==> src/pkg/dew_pkg.sv <==
// Package of constants and types for the data EEPROM write controller.
// Assumes an 8-bit core data space and a 200 MHz core clock.
`default_nettype none
package dew_pkg;

   // ==========================================================
   // Data space addresses
   localparam logic [7:0] BANK_ADDR = 8'he8;
   localparam logic [7:0] CTL_ADDR = 8'hea;
   localparam logic [1:0] WIN_HI = 2'h0;

   // ==========================================================
   // Control register layout and reset value
   localparam int EN_BIT = 0;
   localparam int BUSY_BIT = 1;
   localparam int PE_BIT = 2;
   localparam int PS_BIT = 3;
   localparam int SB_BIT = 6;
   localparam logic [7:0] CTL_RESET = 8'h00;
   localparam logic [7:0] BANK_RESET = 8'h00;

   // ==========================================================
   // Bank select codes on bits {7,1,0} for pages 0 to 5
   localparam logic [2:0] SEL_PG0 = 3'h1;
   localparam logic [2:0] SEL_PG1 = 3'h2;
   localparam logic [2:0] SEL_PG2 = 3'h3;
   localparam logic [2:0] SEL_PG3 = 3'h5;
   localparam logic [2:0] SEL_PG4 = 3'h6;
   localparam logic [2:0] SEL_PG5 = 3'h7;

   // ==========================================================
   // Array geometry
   localparam int EE_BYTES = 384;
   localparam int PAGE_BYTES = 64;
   localparam int ROW_BYTES = 8;
   localparam int ROWS = EE_BYTES / ROW_BYTES;

   // ==========================================================
   // Programming time
   localparam int PROG_TIME_NS = 5_000_000;
   localparam int CLK_PERIOD_NS = 5;
   localparam int PROG_CYCLES = PROG_TIME_NS / CLK_PERIOD_NS;
   localparam int CNT_W = 24;

   // ==========================================================
   // Controller states
   typedef enum logic [1:0] {
      ST_IDLE = 2'b01,
      ST_PROG = 2'b10
   } dew_state_t;

endpackage
`default_nettype wire

==> src/pkg/dew_mem_if.sv <==
// Interface between the controller and the EEPROM array.
// Assumes one clock; read is combinational, programming acts at the clock.
`timescale 1ns/100ps
`default_nettype none
interface dew_mem_if;
   logic [8:0] rd_addr;
   logic [7:0] rd_data;
   logic pg_go;
   logic [5:0] pg_row;
   logic [63:0] pg_data;
   logic [7:0] pg_mask;

   modport ctl (output rd_addr, output pg_go, output pg_row, output pg_data,
      output pg_mask, input rd_data);
   modport mem (input rd_addr, input pg_go, input pg_row, input pg_data,
      input pg_mask, output rd_data);
endinterface
`default_nettype wire

==> src/rtl/dew_array.sv <==
// EEPROM cell array of 384 bytes, split into eight byte banks of 48 rows.
// Assumes the controller only asserts pg_go once programming time is over.
`timescale 1ns/100ps
`default_nettype none
module dew_array (
   input wire logic clk,
   dew_mem_if.mem mif
);

   logic [7:0] rd_bank [0:dew_pkg::ROW_BYTES-1];

   // ==========================================================
   // One bank per byte of a row; all masked bytes program together
   for (genvar i = 0; i < dew_pkg::ROW_BYTES; i++) begin : g_bank
      logic [7:0] cell_r [0:dew_pkg::ROWS-1];

      // Program the selected row byte
      always_ff @(posedge clk) begin
         if (mif.pg_go && mif.pg_mask[i]) begin
            cell_r[mif.pg_row] <= mif.pg_data[i*8 +: 8];
         end
      end

      assign rd_bank[i] = cell_r[mif.rd_addr[8:3]];
   end

   // Byte select from the low address bits
   assign mif.rd_data = rd_bank[mif.rd_addr[2:0]];

endmodule
`default_nettype wire

==> src/rtl/dew_row_latch.sv <==
// Eight volatile row latches with a written mark per byte.
// Assumes clear and load may come together; the load then survives alone.
`timescale 1ns/100ps
`default_nettype none
module dew_row_latch (
   input wire logic clk,
   input wire logic rst,
   input wire logic clear,
   input wire logic load,
   input wire logic [2:0] idx,
   input wire logic [7:0] din,
   output logic [63:0] dout,
   output logic [7:0] mask
);

   logic [7:0] data_r [0:7];
   logic [7:0] data_nxt [0:7];
   logic [7:0] mask_r;
   logic [7:0] mask_nxt;

   // ==========================================================
   // Per-byte latch and mark
   for (genvar i = 0; i < 8; i++) begin : g_lat
      // Next value of one latch
      always_comb begin
         data_nxt[i] = clear ? 8'h00 : data_r[i];
         mask_nxt[i] = clear ? 1'b0 : mask_r[i];
         if (load && (idx == 3'(i))) begin
            data_nxt[i] = din;
            mask_nxt[i] = 1'b1;
         end
      end

      // Latch storage
      always_ff @(posedge clk) begin
         if (rst) begin
            data_r[i] <= 8'h00;
            mask_r[i] <= 1'b0;
         end else begin
            data_r[i] <= data_nxt[i];
            mask_r[i] <= mask_nxt[i];
         end
      end

      assign dout[i*8 +: 8] = data_r[i];
   end

   assign mask = mask_r;

endmodule
`default_nettype wire

==> src/rtl/dew_ctrl.sv <==
// Data EEPROM write controller: paged window, control register, timed writes.
// Assumes the core bus is synchronous to clk with one-cycle read/write strobes.
`timescale 1ns/100ps
`default_nettype none
module dew_ctrl #(
   parameter int unsigned PROG_CYC = dew_pkg::PROG_CYCLES
) (
   input wire logic clk,
   input wire logic rst,
   input wire logic [7:0] cpu_addr,
   input wire logic cpu_wr,
   input wire logic cpu_rd,
   input wire logic [7:0] cpu_wdata,
   output logic [7:0] cpu_rdata,
   output logic cpu_rvalid,
   output logic cpu_rhit,
   output logic ee_busy,
   output logic ee_standby
);

   // Loaded one short: the terminal count cycle is busy as well
   localparam logic [dew_pkg::CNT_W-1:0] CNT_LOAD = dew_pkg::CNT_W'(PROG_CYC - 1);

   // Carrier to the cell array
   dew_mem_if mif ();

   // ==========================================================
   // State
   dew_pkg::dew_state_t state_r, state_nxt;
   logic [dew_pkg::CNT_W-1:0] cnt_r, cnt_nxt;
   logic [7:0] bank_r, bank_nxt;
   logic en_r, en_nxt;
   logic pe_r, pe_nxt;
   logic ps_r, ps_nxt;
   logic sb_r, sb_nxt;
   logic row_lat_r, row_lat_nxt;
   logic [5:0] row_r, row_nxt;
   logic [7:0] rdata_r, rdata_nxt;
   logic rvalid_r, rvalid_nxt;
   logic rhit_r, rhit_nxt;

   // ==========================================================
   // Decode
   logic [2:0] page;
   logic page_ok;
   logic [8:0] ee_addr;
   logic win_hit;
   logic ctl_hit;
   logic bank_hit;
   logic busy;
   logic lat_clr;
   logic lat_load;
   logic pg_go;
   logic [63:0] lat_data;
   logic [7:0] lat_mask;
   logic ctl_wr;
   logic win_wr;
   logic pe_set;
   logic pe_drop;
   logic ps_ok;
   logic row_same;

   // Page from bank select bits 7, 1 and 0
   always_comb begin
      page = 3'h0;
      page_ok = 1'b1;
      case ({bank_r[7], bank_r[1:0]})
         dew_pkg::SEL_PG0: page = 3'h0;
         dew_pkg::SEL_PG1: page = 3'h1;
         dew_pkg::SEL_PG2: page = 3'h2;
         dew_pkg::SEL_PG3: page = 3'h3;
         dew_pkg::SEL_PG4: page = 3'h4;
         dew_pkg::SEL_PG5: page = 3'h5;
         // Other codes leave the window unclaimed
         default: page_ok = 1'b0;
      endcase
   end

   // Window and register hits
   assign ee_addr = {page, cpu_addr[5:0]};
   assign win_hit = (cpu_addr[7:6] == dew_pkg::WIN_HI) && page_ok;
   assign ctl_hit = (cpu_addr == dew_pkg::CTL_ADDR);
   assign bank_hit = (cpu_addr == dew_pkg::BANK_ADDR);
   assign busy = (state_r == dew_pkg::ST_PROG);

   // Write qualifiers; busy gating is left to the sequencer state
   assign ctl_wr = cpu_wr && ctl_hit;
   assign win_wr = cpu_wr && win_hit && en_r && !sb_r;
   assign pe_set = cpu_wdata[dew_pkg::PE_BIT] && !pe_r;
   assign pe_drop = !cpu_wdata[dew_pkg::PE_BIT] && pe_r;
   assign ps_ok = cpu_wdata[dew_pkg::PS_BIT] && cpu_wdata[dew_pkg::PE_BIT] && en_r && pe_r;
   assign row_same = (ee_addr[8:3] == row_r);

   // ==========================================================
   // Submodules
   // Row latches; byte mode uses one of them too
   dew_row_latch dew_row_latch_inst (
      .clk(clk),
      .rst(rst),
      .clear(lat_clr),
      .load(lat_load),
      .idx(ee_addr[2:0]),
      .din(cpu_wdata),
      .dout(lat_data),
      .mask(lat_mask)
   );

   // Cell array, written only when a programming time ends
   dew_array dew_array_inst (
      .clk(clk),
      .mif(mif.mem)
   );

   // Array connections
   // Address parks at zero off-window and in standby to keep reads quiet
   assign mif.rd_addr = (win_hit && !sb_r) ? ee_addr : 9'h000;
   assign mif.pg_go = pg_go;
   assign mif.pg_row = row_r;
   assign mif.pg_data = lat_data;
   assign mif.pg_mask = lat_mask;

   // ==========================================================
   // Bank select register, write only and never gated by busy
   always_comb begin
      bank_nxt = bank_r;
      if (cpu_wr && bank_hit) begin
         bank_nxt = cpu_wdata;
      end
   end

   // Bank register storage
   always_ff @(posedge clk) begin
      if (rst) begin
         bank_r <= dew_pkg::BANK_RESET;
      end else begin
         bank_r <= bank_nxt;
      end
   end

   // ==========================================================
   // Control register and programming sequencer
   always_comb begin
      state_nxt = state_r;
      cnt_nxt = cnt_r;
      en_nxt = en_r;
      pe_nxt = pe_r;
      ps_nxt = ps_r;
      sb_nxt = sb_r;
      row_lat_nxt = row_lat_r;
      row_nxt = row_r;
      lat_clr = 1'b0;
      lat_load = 1'b0;
      pg_go = 1'b0;
      case (state_r)
         dew_pkg::ST_IDLE: begin
            if (ctl_wr) begin
               // Test bits and D7 are not stored; standby does not block this
               en_nxt = cpu_wdata[dew_pkg::EN_BIT];
               sb_nxt = cpu_wdata[dew_pkg::SB_BIT];
               pe_nxt = cpu_wdata[dew_pkg::PE_BIT];
               if (pe_set) begin
                  lat_clr = 1'b1;
                  row_lat_nxt = 1'b0;
               end
               if (pe_drop) begin
                  lat_clr = 1'b1;
                  row_lat_nxt = 1'b0;
               end
               // Row start needs EN and PE already set and PE kept set here
               if (ps_ok) begin
                  ps_nxt = 1'b1;
                  state_nxt = dew_pkg::ST_PROG;
                  cnt_nxt = CNT_LOAD;
               end
            end else if (win_wr) begin
               if (pe_r) begin
                  if (!row_lat_r) begin
                     row_lat_nxt = 1'b1;
                     row_nxt = ee_addr[8:3];
                     lat_load = 1'b1;
                  end else if (row_same) begin
                     // Other rows are dropped so the latched row stays intact
                     lat_load = 1'b1;
                  end
               end else begin
                  // Byte mode: one latch holds the byte while it programs
                  lat_clr = 1'b1;
                  lat_load = 1'b1;
                  row_nxt = ee_addr[8:3];
                  state_nxt = dew_pkg::ST_PROG;
                  cnt_nxt = CNT_LOAD;
               end
            end
         end
         dew_pkg::ST_PROG: begin
            // Control and window writes are dropped until the time is up; bank writes and reads still go through
            if (cnt_r == '0) begin
               // Latches clear on this edge; the array takes their old contents
               pg_go = 1'b1;
               lat_clr = 1'b1;
               pe_nxt = 1'b0;
               ps_nxt = 1'b0;
               row_lat_nxt = 1'b0;
               state_nxt = dew_pkg::ST_IDLE;
            end else begin
               cnt_nxt = cnt_r - 1'b1;
            end
         end
         default: begin
            state_nxt = dew_pkg::ST_IDLE;
         end
      endcase
   end

   // Registers of the control path; reset gives control 00h
   // Array cells are not reset; only control state clears
   always_ff @(posedge clk) begin
      if (rst) begin
         state_r <= dew_pkg::ST_IDLE;
         cnt_r <= '0;
         en_r <= dew_pkg::CTL_RESET[dew_pkg::EN_BIT];
         pe_r <= dew_pkg::CTL_RESET[dew_pkg::PE_BIT];
         ps_r <= dew_pkg::CTL_RESET[dew_pkg::PS_BIT];
         sb_r <= dew_pkg::CTL_RESET[dew_pkg::SB_BIT];
         row_lat_r <= 1'b0;
         row_r <= 6'h00;
      end else begin
         state_r <= state_nxt;
         cnt_r <= cnt_nxt;
         en_r <= en_nxt;
         pe_r <= pe_nxt;
         ps_r <= ps_nxt;
         sb_r <= sb_nxt;
         row_lat_r <= row_lat_nxt;
         row_r <= row_nxt;
      end
   end

   // ==========================================================
   // Read path, one cycle after the strobe for every claimed address
   always_comb begin
      rdata_nxt = 8'h00;
      rhit_nxt = 1'b0;
      rvalid_nxt = cpu_rd;
      if (cpu_rd && ctl_hit) begin
         rhit_nxt = 1'b1;
         // Only busy shows; write-only bits read as zero
         rdata_nxt[dew_pkg::BUSY_BIT] = busy;
      end else if (cpu_rd && win_hit) begin
         rhit_nxt = 1'b1;
         // Busy or standby gives zero, never stale cell data
         if (!busy && !sb_r) begin
            rdata_nxt = mif.rd_data;
         end
      end
   end

   always_ff @(posedge clk) begin
      if (rst) begin
         rdata_r <= 8'h00;
         rvalid_r <= 1'b0;
         rhit_r <= 1'b0;
      end else begin
         rdata_r <= rdata_nxt;
         rvalid_r <= rvalid_nxt;
         rhit_r <= rhit_nxt;
      end
   end

   // ==========================================================
   // Outputs
   assign cpu_rdata = rdata_r;
   assign cpu_rvalid = rvalid_r;
   assign cpu_rhit = rhit_r;
   assign ee_busy = busy;
   assign ee_standby = sb_r;

endmodule
`default_nettype wire

==> config.mk <==
export PLATFORM = sky130hd
export DESIGN_NAME = dew_ctrl
export DESIGN_NICKNAME = d
export VERILOG_FILES = /design/src/pkg/dew_pkg.sv /design/src/pkg/dew_mem_if.sv /design/src/rtl/dew_array.sv /design/src/rtl/dew_row_latch.sv /design/src/rtl/dew_ctrl.sv
export SDC_FILE = /design/constraint.sdc
export NUM_CORES = 2
export LEC_CHECK = 0
export ABC_AREA = 1
export BUFFER_PORTS_ARGS = -buffer_cell sky130_fd_sc_hd__buf_4
export CELL_PAD_IN_SITES_DETAIL_PLACEMENT = 0
export CELL_PAD_IN_SITES_GLOBAL_PLACEMENT = 1
export CORE_MARGIN = 2
export CORE_UTILIZATION = 50
export CTS_BUF_LIST = sky130_fd_sc_hd__clkbuf_8
export CTS_CLUSTER_SIZE = 40
export DETAILED_ROUTE_END_ITERATION = 8
export PLACE_DENSITY = 0.84
export REMOVE_ABC_BUFFERS = 1
export SYNTH_ARGS = -nofsm -noshare
export SYNTH_HDL_FRONTEND = slang
export SYNTH_SLANG_ARGS = --single-unit
export TNS_END_PERCENT = 20
==> constraint.sdc <==
create_clock -name clk -period 2.9 [get_ports clk]
set_clock_uncertainty 0.15 [all_clocks]
set_input_delay 0.435 -clock clk [delete_from_list [all_inputs] [get_ports clk]]
set_output_delay 0.435 -clock clk [all_outputs]
set_load 0.02 [all_outputs]
==> results.json <==
{
  "final_layout_size_suffix_gt1_share_pct": 21.2,
  "synth.avg_cell_area_um2": 12.7,
  "layout_min_cycle_time_ps": 3470,
  "post_synth_instance_area_um2": 130000,
  "total_power_mw": 88.2,
  "p_leak_nw": 45.3,
  "drc": 0,
  "placement_rows": 186,
  "maxCapViolCount": 0,
  "tritoncts_clock_tree": "done",
  "timing.critical_path.to_type": "flip-flop",
  "switching_portion_of_total_power_pct": 21.4,
  "post_drt_wl_per_cell_um": 27.1,
  "synth_top_family_by_area": "simple AND/OR/NAND/NOR gates",
  "floorplan.initialDensity_pct": 50.4,
  "internal_power_mw": 69.3,
  "endpoint_of_the_worst_register_to_register_path": "cpu_rdata[5]$_SDFF_PP0_",
  "max-slew-margin-rel_pct": 19.4,
  "hold-path-endpoint": "mif.pg_row[0]$_SDFFE_PP0P_",
  "initialDrtViolationCount": 13200,
  "cts.clk_slew.worst_paths_ps": 70,
  "min_delay_worst_type": "in2reg",
  "largest_fanout_on_the_critical_path": 17,
  "library_cell_used_as_clock_root_buffer": "clkbuf_8",
  "preCtsSetupSlack_ps": -1180,
  "ys_async_sr_fraction_pct": 0,
  "route.antenna.remaining_nets": 0,
  "synth.lib_cells_used.distinct": 50,
  "die_area_um2": 263000,
  "worst-endpoint-arrival_ps": 4380,
  "instance_count_of_the_mapped_netlist": 10200,
  "finalNetCount": 11100,
  "fin_worst_hold_slack_ps": 98.9,
  "origin_of_the_critical_flop_to_flop_path": "ee_standby$_SDFFE_PP0P_",
  "die_y_um": 513,
  "vias_per_cell": 6.15,
  "core_region_area_um2": 257000,
  "timing.final.crit_share_pct": 120,
  "grt_pass1_wl_um": 585000,
  "switching_power_mw": 18.9,
  "boundaryPins": 32,
  "share_comb_of_total_power_pct": 1.9,
  "globalRouteTotalUtil_pct": 30.1,
  "synth-seq-cells": 3193,
  "total_cts_buffers": 535,
  "drt-total-wl_um": 404000,
  "die_x_um": 513,
  "timing.final.max_slew_violations": 0,
  "number_of_enable_flip_flop_cells_after_synthesis": 3072,
  "layout_setup_ws_ps": -573,
  "yosysWarningCount": 0,
  "port-buffer-count": 31,
  "tightestPinTransition_ps": 1210,
  "ff_to_ff_setup_slack_ps": -570,
  "grt_pass1_vias": 88100,
  "syn2layout_area_growth_pct": 17.8,
  "peakVddDrop_uv": 550,
  "synth_xor_xnor_area_share_pct": 0.0676,
  "power.clock.fraction_pct": 41.5,
  "rsz_0062_raised_after_global_routing": "true",
  "synth-compound-area-share_pct": 8.74,
  "critical_path.startpoint_type": "flip-flop",
  "violations_in_the_final_reports": "setup timing",
  "grt_antenna_before_repair": 35,
  "result_of_the_run": "finished, violations left",
  "synth_adder_area_share_pct": 0.0483,
  "htree_num_levels": 6,
  "final-hold-violation-count": 0,
  "power_per_cell_area_nw_per_um2": 578,
  "crit_required_ps": 3810,
  "drt_first_pass_iters": 6,
  "fmax_ghz": 0.288,
  "holdPathStages": 5,
  "clock_tree.buffer_depth": 4,
  "cts_sinks": 3193,
  "setup_viol": 8,
  "synth_flop_cell": "edfxtp_1",
  "dp.final_hpwl_um": 244000,
  "reg2regPathDepth": 19,
  "vias": 91800,
  "synth_mux_area_share_pct": 0,
  "grt_overflow": 0,
  "critical_path_class": "reg2reg",
  "clkLatencyLatePin_ps": 1120,
  "finalWeightedCongestion": 0.936,
  "sequential_to_total_area_share_from_yosys_stat_pct": 73.1,
  "pwr-share-seq_pct": 56.7,
  "post-route-util_pct": 59.3,
  "pin_count_of_the_biggest_net_entering_global_routing": 117,
  "synth_simple_gate_area_share_pct": 15.1,
  "worstHoldStart": "cpu_addr[3]"
}
worst max-delay path, stage by stage (launching register included):
cell        delay (ps)
dfxtp_2            360
clkinvlp_4         300
nand3_4            250
buf_4              170
nor2_8              50
buf_12             170
inv_16             110
buf_12             160
bufbuf_16          340
o21ai_0            130
o221ai_1           210
nand3_1            110
nand2_1             90
nand2_1             70
nand3_2            200
nand3_1            100
buf_4              190
nand3_1             80
nand2_1             50
nor2_1              70
cell usage after synthesis, types with 10 or more instances:
master	instances	area share, %
nand2_1	880	2.6
or2_2	421	2.0
buf_2	262	1.0
buf_1	43	0.12
edfxtp_1	3072	71
nor3_4	10	0.13
a21oi_1	121	0.47
inv_1	92	0.27
inv_2	10	0.029
nand3_1	1274	4.9
o21ai_1	13	0.050
buf_4	62	0.36
nor3_1	56	0.22
dfxtp_1	121	1.9
o21ai_0	715	2.8
nor2_1	1674	4.9
buf_6	10	0.087
nand4_1	16	0.077
clkbuf_1	359	1.0
or2_1	10	0.048
o22ai_1	24	0.12
o31ai_1	78	0.45
o211ai_1	679	3.9
o221ai_1	130	0.88
power by group through the flow:
stage                     Sequential (mW)  Combinational (mW)  Clock (mW)
after floorplan                      50.9               0.810           0
after global placement               50.9                1.50           0
after detailed placement             50.9                1.53           0
after CTS                            49.9                1.58        36.8
after global routing                 49.9                1.82        38.7
final                                49.9                1.67        36.5
sequential cells by signal, indices dropped and copies added, names as in the netlist, 2 cells and up:
register	count
dew_row_latch_inst.mask	8
state_r	2
dew_array_inst.g_bank.cell_r	3072
mif.pg_row	6
cpu_rdata	8
bank_r	3
dew_row_latch_inst.data_r	64
cnt_r	24
cell usage in the layout (no fill, tap or decap), types with 21 or more instances in the layout:
cell type	count
nor3_1	56
a21oi_1	121
nor2_2	49
or2_2	421
nor2_4	23
clkbuf_8	561
dfxtp_1	58
o31ai_1	68
clkinv_2	34
o211ai_1	679
o22ai_1	24
o21ai_1	21
o21ai_0	707
diode_2	49
o221ai_1	130
edfxtp_1	3072
clkinv_1	117
nor2_1	1608
nand3_2	82
nand3_1	1180
buf_6	38
inv_1	254
buf_16	43
dfxtp_2	63
dlygate4sd3_1	22
buf_4	846
nand2_1	865
buf_12	123
area by class of cell:
| type | count | area, um2 |
|---|---|---|
| Antenna cell | 49 | 123 |
| Sequential cell | 3193 | 94700 |
| Clock buffer | 560 | 7710 |
| Fill cell | 19500 | 105000 |
| Tap cell | 3384 | 4230 |
| Timing Repair inverter | 3 | 28.8 |
| Multi-Input combinational cell | 6169 | 32000 |
| Inverter | 106 | 460 |
| Clock inverter | 353 | 1770 |
| Timing Repair Buffer | 1106 | 11500 |
worst max path at each step:
stage                     slack [ps]                     from                 endpoint  cells after the start
after floorplan               -15360              cpu_addr[7]  cpu_rdata[0]$_SDFF_PP0_                     15
after global placement         -1140              cpu_addr[7]  cpu_rdata[7]$_SDFF_PP0_                     20
after detailed placement       -1180              cpu_addr[7]  cpu_rdata[4]$_SDFF_PP0_                     20
after CTS                       -310  ee_standby$_SDFFE_PP0P_  cpu_rdata[5]$_SDFF_PP0_                     18
after global routing            -580  ee_standby$_SDFFE_PP0P_  cpu_rdata[2]$_SDFF_PP0_                     16
final                           -570  ee_standby$_SDFFE_PP0P_  cpu_rdata[5]$_SDFF_PP0_                     19
per-stage QoR:
stage	instances	TNS (ps)	instance area (um2)
after floorplan	9468	-937530	126000
after global placement	13900	-103400	140000
after detailed placement	13900	-179040	140000
after CTS	14900	-2240	152000
after global routing	14900	-4340	152000
final	14900	-4000	153000
layer usage:
metal / track usage [%] / routed length [um] / up-vias
met1: 39.7 / 147000 / 44800
met2: 45.4 / 182000 / 6220
li1: - / - / 39600
met4: 16.8 / 24000 / 22
met5: 0 / 152 / -
met3: 8.24 / 51600 / 1172
kinds of logic (layout without fill, tap and decap cells):
group	count (synthesis)	in the layout
simple gates	4381	4381
compound gates	1773	1773
flops	3193	3193
buf+inv	843	2128
other cells	0	49
xor+xnor	10	10
fa+ha+maj	5	5
repair_timing:
action,in CTS,in global routing
hold endpoints to repair,115,0
pin swaps,24,17
hold buffers,22,0
setup endpoints to repair,2809,1688
cloned,31,4
buffers inserted,24,9
resized for setup,270,97
(Power assumes the default switching activity.)
